$ cat config.mk
export PLATFORM = sky130hd
export DESIGN_NAME = rsp_remote_setpoint
export DESIGN_NICKNAME = d
export VERILOG_FILES = /design/src/hw/rsp_pkg.sv /design/src/hw/rsp_remote_setpoint.sv
export SDC_FILE = /design/constraint.sdc
export NUM_CORES = 1
export LEC_CHECK = 0
export ABC_AREA = 1
export BUFFER_PORTS_ARGS = -buffer_cell sky130_fd_sc_hd__clkbuf_2
export CAP_MARGIN = 20
export CORE_ASPECT_RATIO = 0.8
export CORE_MARGIN = 1
export CORE_UTILIZATION = 60
export CTS_CLUSTER_DIAMETER = 120
export DETAILED_ROUTE_END_ITERATION = 16
export PLACE_DENSITY = 0.78
export SYNTH_ARGS = -nofsm -noshare
export SYNTH_HDL_FRONTEND = slang
export SYNTH_SLANG_ARGS = --single-unit
$ cat constraint.sdc
create_clock -name core_clk -period 5.4 [get_ports core_clk]
set_input_delay 0 -clock core_clk [delete_from_list [all_inputs] [get_ports core_clk]]
set_output_delay 0 -clock core_clk [all_outputs]
set_load 0.02 [all_outputs]
$ cat src/hw/rsp_pkg.sv
package rsp_pkg;

    // ==========================================================
    // Widths
    localparam int FREQ_W = 16;
    localparam int TIME_W = 24;
    localparam int ADDR_W = 8;
    localparam int DATA_W = 32;
    localparam int CNT_W  = 33;

    // ==========================================================
    // Timing
    localparam longint CLK_HZ   = 100_000_000;
    localparam longint MINUTE_S = 60;
    localparam logic [CNT_W-1:0] MINUTE_CYCLES_DFLT = CNT_W'(MINUTE_S * CLK_HZ);

    // ==========================================================
    // Register offsets (byte addresses)
    localparam logic [ADDR_W-1:0] OFF_CTRL     = 8'h00;
    localparam logic [ADDR_W-1:0] OFF_MAX_FREQ = 8'h04;
    localparam logic [ADDR_W-1:0] OFF_PANEL    = 8'h08;
    localparam logic [ADDR_W-1:0] OFF_EXT      = 8'h0C;
    localparam logic [ADDR_W-1:0] OFF_CURRENT  = 8'h10;
    localparam logic [ADDR_W-1:0] OFF_ACCEL1   = 8'h14;
    localparam logic [ADDR_W-1:0] OFF_DECEL1   = 8'h18;
    localparam logic [ADDR_W-1:0] OFF_ACCEL2   = 8'h1C;
    localparam logic [ADDR_W-1:0] OFF_DECEL2   = 8'h20;
    localparam logic [ADDR_W-1:0] OFF_STATUS   = 8'h24;
    localparam logic [ADDR_W-1:0] OFF_OUTPUT   = 8'h28;
    localparam logic [ADDR_W-1:0] OFF_NVM_CNT  = 8'h2C;

    // ==========================================================
    // Control field layout
    localparam int SEL_LSB  = 0;
    localparam int SEL_W    = 2;
    localparam int MODE_LSB = 2;
    localparam int MODE_W   = 3;
    localparam int USE_CUR_BIT = 5;

    // Remote function selection values
    localparam logic [SEL_W-1:0] SEL_MULTI     = 2'h0;
    localparam logic [SEL_W-1:0] SEL_STORE     = 2'h1;
    localparam logic [SEL_W-1:0] SEL_CLR_ON_STOP = 2'h3;

    // Operation mode selection values
    localparam logic [MODE_W-1:0] MODE_EXT   = 3'h0;
    localparam logic [MODE_W-1:0] MODE_PANEL = 3'h1;
    localparam logic [MODE_W-1:0] MODE_COMB3 = 3'h2;
    localparam logic [MODE_W-1:0] MODE_EXT4  = 3'h3;
    localparam logic [MODE_W-1:0] MODE_NET   = 3'h4;

    // ==========================================================
    // Reset values
    localparam logic [FREQ_W-1:0] MAX_FREQ_RST = 16'h9C40;
    localparam logic [TIME_W-1:0] TIME_RST     = 24'h000064;

    // ==========================================================
    // Types
    typedef struct packed {
        logic setpoint_increase_input;
        logic setpoint_decrease_input;
        logic setpoint_clear_input;
        logic forward_run_input;
        logic reverse_run_input;
        logic second_function_select_input;
        logic jog_active_input;
        logic pid_active_input;
    } rsp_pins_t;

    typedef struct packed {
        logic              write;
        logic [FREQ_W-1:0] data;
    } rsp_nvm_wr_t;

    typedef enum logic {RSP_BOOT, RSP_ACTIVE} rsp_state_t;

endpackage

$ cat src/hw/rsp_remote_setpoint.sv
`timescale 1ns/1ps
// Summary of operation
// Sel 1..3 makes inputs up/down/clear
// Sel 1 stores setpoint, restores at power-up
// Sel 3 clears setpoint when run off
// Clear affects working copy, not memory
// Adjust added to mode-selected base frequency
// Save at stop and each idle minute
// Periodic write only when setpoint changed
// Ramp on second times, longer primary wins
// Second function forces second ramp times
// Up/down adjust even while stopped
// Jog or PID disables remote setting
// Early power return restores stored value
// Late power return restores cleared value
// Clear input zeroes remote setpoint
// Also works in network mode
// Controller picks sel 2/3 if busy
// Sel 1 restarts with direction held
// Setpoint saturates between zero and max
// Both up and down hold setpoint
module rsp_remote_setpoint
    import rsp_pkg::*;
#(
    parameter logic [rsp_pkg::CNT_W-1:0] MINUTE_CYCLES = rsp_pkg::MINUTE_CYCLES_DFLT
) (
    input  wire  logic                        core_clk,
    input  wire  logic                        sys_rst,
    input  wire  logic                        psel,
    input  wire  logic                        penable,
    input  wire  logic                        pwrite,
    input  wire  logic [rsp_pkg::ADDR_W-1:0]  paddr,
    input  wire  logic [rsp_pkg::DATA_W-1:0]  pwdata,
    output logic       [rsp_pkg::DATA_W-1:0]  prdata,
    output logic                              pready,
    output logic                              pslverr,
    input  wire  rsp_pkg::rsp_pins_t          pin_in,
    input  wire  logic [rsp_pkg::FREQ_W-1:0]  nvm_stored_freq,
    output rsp_pkg::rsp_nvm_wr_t              nvm_wr,
    output logic       [rsp_pkg::FREQ_W-1:0]  setpoint_freq,
    output logic       [2:0]                  multi_speed_select,
    output logic                              run_forward,
    output logic                              run_reverse,
    output logic                              remote_active
);
    import rsp_pkg::*;

    // ==========================================================
    // Pin synchronisers
    rsp_pins_t pin_meta;
    rsp_pins_t pin;

    always_ff @(posedge core_clk) begin
        if (sys_rst) begin
            pin_meta <= '0;
            pin      <= '0;
        end else begin
            pin_meta <= pin_in;
            pin      <= pin_meta;
        end
    end

    // ==========================================================
    // APB register file
    rsp_state_t        state, next_state;
    logic [SEL_W-1:0]  sel, next_sel;
    logic [MODE_W-1:0] mode, next_mode;
    logic              use_cur, next_use_cur;
    logic [FREQ_W-1:0] max_freq, next_max_freq;
    logic [FREQ_W-1:0] panel_cmd, next_panel_cmd;
    logic [FREQ_W-1:0] ext_cmd, next_ext_cmd;
    logic [FREQ_W-1:0] cur_cmd, next_cur_cmd;
    logic [TIME_W-1:0] accel1, next_accel1;
    logic [TIME_W-1:0] decel1, next_decel1;
    logic [TIME_W-1:0] accel2, next_accel2;
    logic [TIME_W-1:0] decel2, next_decel2;
    logic [DATA_W-1:0] next_prdata;
    logic              next_pready;
    logic              next_pslverr;
    logic              restore, next_restore;
    logic [FREQ_W-1:0] adj;
    logic              armed;
    logic [DATA_W-1:0] nvm_count;
    logic              access;

    always_comb begin
        next_state     = state;
        next_sel       = sel;
        next_mode      = mode;
        next_use_cur   = use_cur;
        next_max_freq  = max_freq;
        next_panel_cmd = panel_cmd;
        next_ext_cmd   = ext_cmd;
        next_cur_cmd   = cur_cmd;
        next_accel1    = accel1;
        next_decel1    = decel1;
        next_accel2    = accel2;
        next_decel2    = decel2;
        next_prdata    = prdata;
        next_pslverr   = 1'b0;
        next_restore   = 1'b0;
        // No wait states: ready rises in the first access cycle only
        next_pready    = psel && !penable && !pready;
        access         = psel && penable && pready;
        if (psel && !penable) begin
            next_prdata = '0;
            case (paddr)
                OFF_CTRL:     next_prdata = DATA_W'({use_cur, mode, sel});
                OFF_MAX_FREQ: next_prdata = DATA_W'(max_freq);
                OFF_PANEL:    next_prdata = DATA_W'(panel_cmd);
                OFF_EXT:      next_prdata = DATA_W'(ext_cmd);
                OFF_CURRENT:  next_prdata = DATA_W'(cur_cmd);
                OFF_ACCEL1:   next_prdata = DATA_W'(accel1);
                OFF_DECEL1:   next_prdata = DATA_W'(decel1);
                OFF_ACCEL2:   next_prdata = DATA_W'(accel2);
                OFF_DECEL2:   next_prdata = DATA_W'(decel2);
                OFF_STATUS:   next_prdata = DATA_W'({armed, state == RSP_BOOT, remote_active, adj});
                OFF_OUTPUT:   next_prdata = DATA_W'(setpoint_freq);
                OFF_NVM_CNT:  next_prdata = nvm_count;
                default:      next_pslverr = 1'b1;
            endcase
        end
        if (access && pwrite) begin
            case (paddr)
                OFF_CTRL: begin
                    next_sel     = pwdata[SEL_LSB +: SEL_W];
                    next_mode    = pwdata[MODE_LSB +: MODE_W];
                    next_use_cur = pwdata[USE_CUR_BIT];
                    // Restore on first setup
                    if (state == RSP_BOOT) begin
                        next_state   = RSP_ACTIVE;
                        next_restore = (pwdata[SEL_LSB +: SEL_W] == SEL_STORE);
                    end
                end
                OFF_MAX_FREQ: next_max_freq  = pwdata[FREQ_W-1:0];
                OFF_PANEL:    next_panel_cmd = pwdata[FREQ_W-1:0];
                OFF_EXT:      next_ext_cmd   = pwdata[FREQ_W-1:0];
                OFF_CURRENT:  next_cur_cmd   = pwdata[FREQ_W-1:0];
                OFF_ACCEL1:   next_accel1    = pwdata[TIME_W-1:0];
                OFF_DECEL1:   next_decel1    = pwdata[TIME_W-1:0];
                OFF_ACCEL2:   next_accel2    = pwdata[TIME_W-1:0];
                OFF_DECEL2:   next_decel2    = pwdata[TIME_W-1:0];
                default:      next_state     = state;
            endcase
        end
    end

    always_ff @(posedge core_clk) begin
        if (sys_rst) begin
            state     <= RSP_BOOT;
            sel       <= SEL_MULTI;
            mode      <= MODE_EXT;
            use_cur   <= 1'b0;
            max_freq  <= MAX_FREQ_RST;
            panel_cmd <= '0;
            ext_cmd   <= '0;
            cur_cmd   <= '0;
            accel1    <= TIME_RST;
            decel1    <= TIME_RST;
            accel2    <= TIME_RST;
            decel2    <= TIME_RST;
            prdata    <= '0;
            pready    <= 1'b0;
            pslverr   <= 1'b0;
            restore   <= 1'b0;
        end else begin
            state     <= next_state;
            sel       <= next_sel;
            mode      <= next_mode;
            use_cur   <= next_use_cur;
            max_freq  <= next_max_freq;
            panel_cmd <= next_panel_cmd;
            ext_cmd   <= next_ext_cmd;
            cur_cmd   <= next_cur_cmd;
            accel1    <= next_accel1;
            decel1    <= next_decel1;
            accel2    <= next_accel2;
            decel2    <= next_decel2;
            prdata    <= next_prdata;
            pready    <= next_pready;
            pslverr   <= next_pslverr;
            restore   <= next_restore;
        end
    end

    // ==========================================================
    // Setpoint adjust and ramp
    logic [FREQ_W-1:0] next_adj, next_setpoint, base;
    logic [TIME_W-1:0] ramp_cnt, next_ramp_cnt, period;
    logic [1:0]        ramp_dir, next_ramp_dir;
    logic [2:0]        next_mss;
    logic              next_remote, next_armed, next_fwd, next_rev;
    logic              going_up, going_dn, do_clear;
    logic [FREQ_W:0]   sum;

    always_comb begin
        // Remote function reinterprets inputs
        // Jog or PID blocks it
        next_remote = (sel != SEL_MULTI) && !pin.jog_active_input && !pin.pid_active_input;
        next_mss    = (sel == SEL_MULTI) ? {pin.setpoint_increase_input,
                      pin.setpoint_decrease_input, pin.setpoint_clear_input} : 3'h0;
        // Both pressed hold
        going_up    = pin.setpoint_increase_input && !pin.setpoint_decrease_input;
        going_dn    = pin.setpoint_decrease_input && !pin.setpoint_increase_input;
        // Longer primary wins
        // Second function forces second
        if (going_up) begin
            period = (pin.second_function_select_input || accel2 >= accel1) ? accel2 : accel1;
        end else begin
            period = (pin.second_function_select_input || decel2 >= decel1) ? decel2 : decel1;
        end
        // Clear to zero
        // Clear when both run inputs off
        do_clear = pin.setpoint_clear_input || ((sel == SEL_CLR_ON_STOP)
                   && !pin.forward_run_input && !pin.reverse_run_input);
        next_adj      = adj;
        next_ramp_dir = {going_up, going_dn};
        next_ramp_cnt = '0;
        // Adjust regardless of run state
        if (remote_active && (going_up || going_dn) && ramp_dir == next_ramp_dir) begin
            next_ramp_cnt = ramp_cnt + 1'b1;
            if (ramp_cnt >= period) begin
                next_ramp_cnt = '0;
                // Saturate at limits
                if (going_up) begin
                    next_adj = (adj >= max_freq) ? max_freq : adj + 1'b1;
                end else begin
                    next_adj = (adj == '0) ? '0 : adj - 1'b1;
                end
            end
        end
        // Working copy only
        if (remote_active && do_clear) begin
            next_adj = '0;
        end
        // Load stored value
        if (restore) begin
            next_adj = (nvm_stored_freq > max_freq) ? max_freq : nvm_stored_freq;
        end
        // Base by operation mode
        // Network mode uses external
        case (mode)
            MODE_PANEL: base = panel_cmd;
            MODE_COMB3: base = use_cur ? cur_cmd : panel_cmd;
            default:    base = ext_cmd;
        endcase
        sum = {1'b0, base} + (remote_active ? {1'b0, adj} : '0);
        next_setpoint = (sum > {1'b0, max_freq}) ? max_freq : sum[FREQ_W-1:0];
        // Auto restart for any sel: synchronised pins read zero just after reset
        next_armed = armed || restore
                     || (!pin.forward_run_input && !pin.reverse_run_input);
        next_fwd   = next_armed && pin.forward_run_input;
        next_rev   = next_armed && pin.reverse_run_input && !pin.forward_run_input;
    end

    always_ff @(posedge core_clk) begin
        if (sys_rst) begin
            adj                <= '0;
            ramp_cnt           <= '0;
            ramp_dir           <= '0;
            setpoint_freq      <= '0;
            multi_speed_select <= '0;
            remote_active      <= 1'b0;
            armed              <= 1'b0;
            run_forward        <= 1'b0;
            run_reverse        <= 1'b0;
        end else begin
            adj                <= next_adj;
            ramp_cnt           <= next_ramp_cnt;
            ramp_dir           <= next_ramp_dir;
            setpoint_freq      <= next_setpoint;
            multi_speed_select <= next_mss;
            remote_active      <= next_remote;
            armed              <= next_armed;
            run_forward        <= next_fwd;
            run_reverse        <= next_rev;
        end
    end

    // ==========================================================
    // Nonvolatile store scheduling
    // Storing wears the memory; a busy controller should run sel 2 or 3
    logic [CNT_W-1:0]  idle_cnt, next_idle_cnt;
    logic [FREQ_W-1:0] last_cmp, next_last_cmp;
    logic [1:0]        ud_prev, next_ud_prev;
    logic              run_prev, next_run_prev;
    logic [DATA_W-1:0] next_nvm_count;
    rsp_nvm_wr_t       next_nvm_wr;
    logic              store_en, tick;

    always_comb begin
        store_en       = (sel == SEL_STORE) && (state == RSP_ACTIVE);
        next_ud_prev   = {pin.setpoint_increase_input, pin.setpoint_decrease_input};
        next_run_prev  = pin.forward_run_input || pin.reverse_run_input;
        next_last_cmp  = last_cmp;
        next_nvm_count = nvm_count;
        next_nvm_wr    = '{write: 1'b0, data: adj};
        // Minute timer restarts on up/down change
        tick           = (idle_cnt >= MINUTE_CYCLES - 1'b1);
        next_idle_cnt  = tick ? '0 : idle_cnt + 1'b1;
        if (next_ud_prev != ud_prev) begin
            next_idle_cnt = '0;
            tick          = 1'b0;
        end
        // Periodic write only on change
        // Clear inside first minute never written
        // Clear after a minute is written
        if (store_en && tick) begin
            next_last_cmp     = adj;
            next_nvm_wr.write = (adj != last_cmp);
        end
        // Save when start drops
        if (store_en && run_prev && !next_run_prev) begin
            next_nvm_wr.write = 1'b1;
        end
        if (next_nvm_wr.write) begin
            next_nvm_count = nvm_count + 1'b1;
        end
    end

    always_ff @(posedge core_clk) begin
        if (sys_rst) begin
            idle_cnt  <= '0;
            last_cmp  <= '0;
            ud_prev   <= '0;
            run_prev  <= 1'b0;
            nvm_count <= '0;
            nvm_wr    <= '0;
        end else begin
            idle_cnt  <= next_idle_cnt;
            last_cmp  <= next_last_cmp;
            ud_prev   <= next_ud_prev;
            run_prev  <= next_run_prev;
            nvm_count <= next_nvm_count;
            nvm_wr    <= next_nvm_wr;
        end
    end

endmodule

==> results of run 1 <==
[worst max-delay path: cells and delay by family (launching register included)]
family,cells,cell delay [ps]
compound gates,5,1250
fa+ha+maj,2,760
flops,1,340
simple gates,14,1780
xor+xnor,1,130
buf+inv,3,690
[power by group through the flow]
| stage | registers (mW) | clock network [mW] | logic [mW] |
|---|---|---|---|
| 2_1_floorplan | 2.91 | 0 | 0.148 |
| 3_3_place_gp | 2.91 | 0 | 0.236 |
| 3_5_place_dp | 2.91 | 0 | 0.243 |
| 4_1_cts | 2.85 | 3.09 | 0.277 |
| 5_1_grt | 2.85 | 3.21 | 0.314 |
| 6_report | 2.85 | 3.09 | 0.291 |
[cells by family after synthesis]
kind of cell / after synthesis
AO/OA/AOI/OAI: 778
XOR/XNOR: 106
buffers and inverters: 571
adder cells (fa/ha/maj): 145
flip-flops: 384
AND/OR/NAND/NOR: 1352
[layer usage]
metal | vias to the layer above | share of wire (%) | GRT usage [%]
li1 | 11300 | - | -
met1 | 11100 | 43 | 58.4
met2 | 1524 | 41 | 58.3
met3 | 217 | 13 | 9.41
met4 | 0 | 3.4 | 13.8
met5 | - | 0 | 0
[what timing repair did]
| action | CTS | global route |
|---|---|---|
| hold buffers | 59 | 0 |
| hold endpoints to repair | 218 | 0 |
| setup endpoints to repair | 0 | 40 |
| gates resized for setup | 0 | 2 |
[how the worst min path moves through the flow]
| stage | from | endpoint | slack [ps] | cells after the start |
|---|---|---|---|---|
| after floorplan | pin_in[0] | pin_meta[0] | 110 | 2 |
| after global placement | pin_in[4] | pin_meta[4] | 200 | 3 |
| after detailed placement | pin_in[2] | pin_meta[2] | 210 | 3 |
| after CTS | nvm_stored_freq[7] | adj[7] | 7 | 7 |
| after global routing | penable | pslverr | 70 | 5 |
| final | penable | prdata[8] | 20 | 5 |
[metrics by stage]
| stage | instance area (um^2) | instances | setup slack [ps] |
|---|---|---|---|
| after floorplan | 23000 | 3336 | 1300 |
| after global placement | 23800 | 3820 | 280 |
| after detailed placement | 23800 | 3820 | 94.7 |
| after CTS | 25900 | 3955 | 52.9 |
| after global routing | 25900 | 3957 | 59.7 |
| final | 25900 | 3957 | 365 |
[cell type report]
class / instances / area (um^2)
Fill cell: 3220 / 11500
Multi-Input combinational cell: 2381 / 13100
Inverter: 412 / 1550
Antenna cell: 1 / 2.50
Clock buffer: 59 / 1220
Timing Repair Buffer: 216 / 1460
Clock inverter: 17 / 245
Sequential cell: 384 / 7690
Tap cell: 487 / 609
[sequential cells by signal (all words and copies together) (netlist names), 17 cells and up]
register	count
idle_cnt	33
prdata	32
ramp_cnt	24
accel2	24
decel1	24
nvm_wr	17
accel1	24
nvm_count	32
decel2	24
[cells in the final DEF, fill, tap and decap left out, types with 4 or more instances in the layout]
cell type and n:
a21o_1 5, a21oi_1 341, a21oi_2 31, a31oi_1 4
buf_4 23, bufinv_16 5, clkbuf_1 5, clkbuf_16 41
clkbuf_2 132, clkbuf_8 13, clkinv_2 5, dfxtp_1 384
dlygate4sd3_1 59, ha_1 144, inv_1 385, inv_2 23
nand2_1 586, nand2_2 34, nand3_1 178, nand3_2 7
nand3b_1 4, nand4_1 70, nor2_1 323, nor2_2 12
nor2_4 4, nor3_1 72, nor3_2 9, nor3b_1 8
nor4_1 20, o2111ai_1 8, o211ai_1 8, o21a_1 6
o21ai_0 245, o21ai_1 24, o221ai_1 23, o22ai_1 72
or2_2 6, xnor2_1 28, xor2_1 78
==> results.py, run 1 <==
metrics = {
    "outcome": {
        "status": "finished, final reports clean",
    },
    "place": {
        "place.detailed.hpwl_mm": 57.9,
        "io_buffers": 133,
        "gp_congestion": 0.993,
    },
    "synthesis": {
        "synth_nets": 3550,
        "synth_area_um2": 23000,
        "async_flop_share_pct": 0,
        "synth_area_leaders": "dfxtp_1 (33%), nand2_1 (9.5%), ha_1 (7.8%), a21oi_1 (7.4%), inv_1 (6.3%)",
        "synth_top_cell_by_area": "dfxtp_1",
        "syn_area_per_cell_um2": 6.91,
        "synth_xor_area_share_pct": 4.03,
        "synth-edff-count": 0,
        "synth_top_area_share_pct": 33.4,
        "synth_adder_area_share_pct": 7.91,
        "synth_mux_area_share_pct": 0,
        "yosysMostFrequentCell": "nand2_1",
        "synthCells": 3336,
        "ys.flop_type": "dfxtp_1",
        "synth_seq_cells": 384,
        "seq_area_frac_synth_pct": 33.4,
        "yosysUniqueCellTypes": 56,
        "synth_compound_area_share_pct": 18.7,
        "synth_top_family_by_area": "simple AND/OR/NAND/NOR gates",
        "synthSimpleGateAreaFrac_pct": 26.3,
        "ys_warn_count": 0,
        "yosys-top-cells-count": "nand2_1 (586), inv_1 (385), dfxtp_1 (384)",
    },
    "power_and_ir_drop": {
        "switching_share_pct": 23.4,
        "p_per_area_nw_per_um2": 240,
        "ir_worst_vdd_uv": 210,
        "pwr-share-comb_pct": 4.7,
        "p_total_mw": 6.23,
        "p_leak_nw": 10.9,
        "power_frac_clock_pct": 49.6,
        "pwr-share-seq_pct": 45.7,
        "p_switching_mw": 1.46,
        "internal_power_mw": 4.77,
    },
    "sta": {
        "grt_setup_unrepaired": "false",
        "whs_ps": 23.7,
        "timing.fmax_mhz": 199,
        "fin_skew_ps": 18.8,
        "period_share_pct": 93.2,
        "layout_min_cycle_time_ps": 5030,
        "hold_viol": 0,
        "setup_viol": 0,
        "relSlewSlack_pct": 22.8,
        "fin_tns_setup_ps": 0,
        "worst_pin_slew_ps": 1160,
        "drv_slew": 0,
    },
    "drt": {
        "via_per_inst": 6.11,
        "detail_route.wirelength_mm": 81.0,
        "num_vias": 24200,
        "dr.pass1.iters": 7,
        "detail-route-antenna-nets": 0,
        "wl_per_cell_um": 20.5,
        "drt_iter0_markers": 3134,
        "drc": 0,
    },
    "finish": {
        "fin_nets": 3650,
        "fin_util_pct": 69.2,
        "drive_above_1_share_pct": 10.6,
        "syn_to_final_growth_pct": 12.4,
    },
    "setup_path": {
        "endpoint_kind": "flop",
        "critPathCapture": "setpoint_freq[11]",
        "cpMaxStageDelayCell": "ha_1",
        "critPathLaunchType": "flop",
        "worst_path_largest_cell_delay_ps": 440,
        "rr_worst_depth": 25,
        "critPathMostFrequentCell": "nand2_1",
        "cp-startpoint": "mode[0]",
        "crit_arrival_ps": 5530,
        "worstSetupPathType": "reg -> reg",
        "path_max_fanout": 15,
        "worstPathRequired_ps": 5890,
        "r2r_end": "setpoint_freq[11]",
        "timing.rr.start": "mode[0]",
        "r2r_setup_slack_ps": 370,
    },
    "clocking": {
        "cts_made_buffers": 41,
        "clk_pin_slew_ps": 60,
        "post_cts_buffers": 0,
        "cts_max_path_buffers": 3,
        "root_buffer": "clkbuf_16",
        "cts_tree": "yes",
        "insertion_delay_ps": 570,
        "h-tree-depth": 2,
        "cts_sinks": 384,
    },
    "global_routing": {
        "antenna_found_initial": 2,
        "grt_usage_pct": 40.4,
        "grt_max_degree": 208,
        "overflow": 0,
        "grt_pass1_wl_mm": 125,
        "grt_pass1_vias": 22000,
    },
    "floorplanning": {
        "fp.dieH_um": 177,
        "rows": 63,
        "die-area_um2": 39200,
        "die_w_um": 221,
        "core_um2": 37400,
        "start_util_pct": 61.5,
        "pin_count": 142,
    },
    "job": {
        "drv_cap": 0,
    },
    "hold_path": {
        "hold_class": "in -> reg",
    },
}
No activity file was read; power rests on OpenSTA's default activity.
==> run 2, diff against run 1 <==
==> constraint.sdc (replaced) <==
create_clock -name core_clk -period 5.75 [get_ports core_clk]
set_input_delay 0 -clock core_clk [delete_from_list [all_inputs] [get_ports core_clk]]
set_output_delay 0 -clock core_clk [all_outputs]
set_load 0.02 [all_outputs]
==> run 2 against run 1 <==
- clock power decreased by 10%
- register-to-register slack improved by 40 ps
- first-iteration DRC count up 10%
- largest cell class unchanged
- largest power group unchanged
- highest routed layer unchanged
==> results.py, run 2 (same netlist as run 1, synthesis figures left out) <==
metrics = {
    "setup_path": {
        "worstSetupPathType": "reg -> reg",
        "r2r_end": "setpoint_freq[5]",
        "timing.rr.start": "mode[0]",
        "path_max_fanout": 16,
        "crit_arrival_ps": 5830,
        "critPathMostFrequentCell": "nand2_1",
        "cpMaxStageDelayCell": "nand2_1",
        "worst_path_largest_cell_delay_ps": 660,
        "r2r_setup_slack_ps": 400,
        "endpoint_kind": "flop",
        "critPathLaunchType": "flop",
        "worstPathRequired_ps": 6230,
        "rr_worst_depth": 28,
    },
    "drt": {
        "detail-route-antenna-nets": 0,
        "drc": 0,
        "via_per_inst": 6.10,
        "drt_iter0_markers": 3456,
        "dr.pass1.iters": 9,
        "wl_per_cell_um": 20.3,
        "detail_route.wirelength_mm": 80.1,
        "num_vias": 24100,
    },
    "power_and_ir_drop": {
        "p_total_mw": 5.73,
        "ir_worst_vdd_uv": 212,
        "p_per_area_nw_per_um2": 222,
        "p_leak_nw": 10.9,
    },
    "finish": {
        "fin_nets": 3653,
        "fillerInstances": 3215,
        "final_area_um2": 25800,
        "fin_cells": 3955,
        "fin_util_pct": 68.9,
        "largest-register": "idle_cnt",
        "reg.largest.list": "idle_cnt: 33 flops, nvm_count: 32 flops, prdata: 32 flops",
        "diodes": 0,
        "largest_reg_flops": 33,
        "final_cell_mix": "nand2_1 (586), inv_1 (385), dfxtp_1 (384)",
        "layout_commonest_cell": "nand2_1",
        "drive_above_1_share_pct": 10.5,
        "syn_to_final_growth_pct": 12.0,
    },
    "hold_path": {
        "min_from": "nvm_stored_freq[1]",
        "hold_path_end": "adj[1]",
        "whs_path_depth": 7,
        "hold_class": "in -> reg",
    },
    "sta": {
        "layout_min_cycle_time_ps": 5350,
        "drv_slew": 0,
        "grt_setup_unrepaired": "false",
        "whs_ps": 26.1,
        "fin_tns_setup_ps": 0,
        "timing.fmax_mhz": 187,
        "fin_skew_ps": 17.8,
        "hold_viol": 0,
        "worst_pin_slew_ps": 1100,
        "setup_viol": 0,
        "fin_ws_ps": 400,
        "relSlewSlack_pct": 26.4,
        "period_share_pct": 93.0,
    },
    "global_routing": {
        "met1_usage_pct": 56.7,
        "grt_pass1_wl_mm": 122,
        "grt_usage_pct": 39.7,
        "grtUsageMet3_pct": 9.89,
        "busiest_layer": "met2",
        "antenna_found_initial": 0,
        "grt_max_degree": 77,
        "use_met2_pct": 58.1,
        "overflow": 0,
        "grt_pass1_vias": 21800,
    },
    "clocking": {
        "clk_pin_slew_ps": 70,
        "insertion_delay_ps": 570,
        "root_buffer": "clkbuf_16",
        "cts_made_buffers": 41,
        "cts_sinks": 384,
        "cts_tree": "yes",
        "ctsResizeCount": 0,
        "h-tree-depth": 2,
        "cts_max_path_buffers": 3,
    },
    "floorplanning": {
        "die_w_um": 221,
        "pin_count": 142,
        "rows": 63,
        "start_util_pct": 61.5,
        "die-area_um2": 39200,
        "core_um2": 37400,
        "fp.dieH_um": 177,
    },
    "place": {
        "io_buffers": 133,
        "place.detailed.hpwl_mm": 57.1,
        "postPlaceCellArea_um2": 23800,
        "pre_cts_slack_ps": 515,
        "dp.cells": 3823,
        "gp_congestion": 1.01,
    },
    "outcome": {
        "status": "finished, final reports clean",
    },
    "job": {
        "drv_cap": 0,
    },
}
[run 2: area by class of cell]
type	count	area, um^2	share of cell area, %
timing repair buffer	219	1460	5.66
sequential	384	7690	29.8
tap	487	609	2.36
clock buffer	52	1120	4.33
clock inverter	20	265	1.03
inverter	412	1550	6.00
multi-input combinational	2381	13100	50.8
[run 2: what timing repair did]
action                    in CTS  in global routing
hold buffers                  59                  0
hold endpoints to repair     219                  0
buffers inserted               0                  0
[run 2: report_power, final]
part / total [mW] / internal (mW) / switching (mW)
clock network: 2.78 / 1.61 / 1.17
logic: 0.274 / 0.0895 / 0.185
registers: 2.68 / 2.67 / 0.00642
[run 2: worst max-delay path by stage]
| stage | from | to | slack (ps) | cells after the start |
|---|---|---|---|---|
| 6_report | mode[0] | setpoint_freq[5] | 400 | 28 |
| 5_1_grt | mode[0] | setpoint_freq[5] | 40 | 28 |
| 4_1_cts | accel1[9] | ramp_cnt[11] | 450 | 22 |
| 3_5_place_dp | accel1[9] | ramp_cnt[11] | 510 | 22 |
| 3_3_place_gp | accel1[9] | adj[9] | 610 | 27 |
| 2_1_floorplan | mode[1] | setpoint_freq[5] | 1650 | 33 |
[run 2: routing by layer]
layer	share of wire [%]	up-vias
li1	-	11300
met1	42	11000
met2	41	1535
met3	14	197
met4	3.2	0
met5	0	-
[run 2: critical path, delay by kind of cell (launching register included)]
| kind | cells | cell delay (ps) |
|---|---|---|
| xor+xnor | 1 | 130 |
| fa+ha+maj | 2 | 600 |
| buf+inv | 4 | 700 |
| flops | 1 | 340 |
| simple gates | 17 | 2460 |
| compound gates | 4 | 1030 |
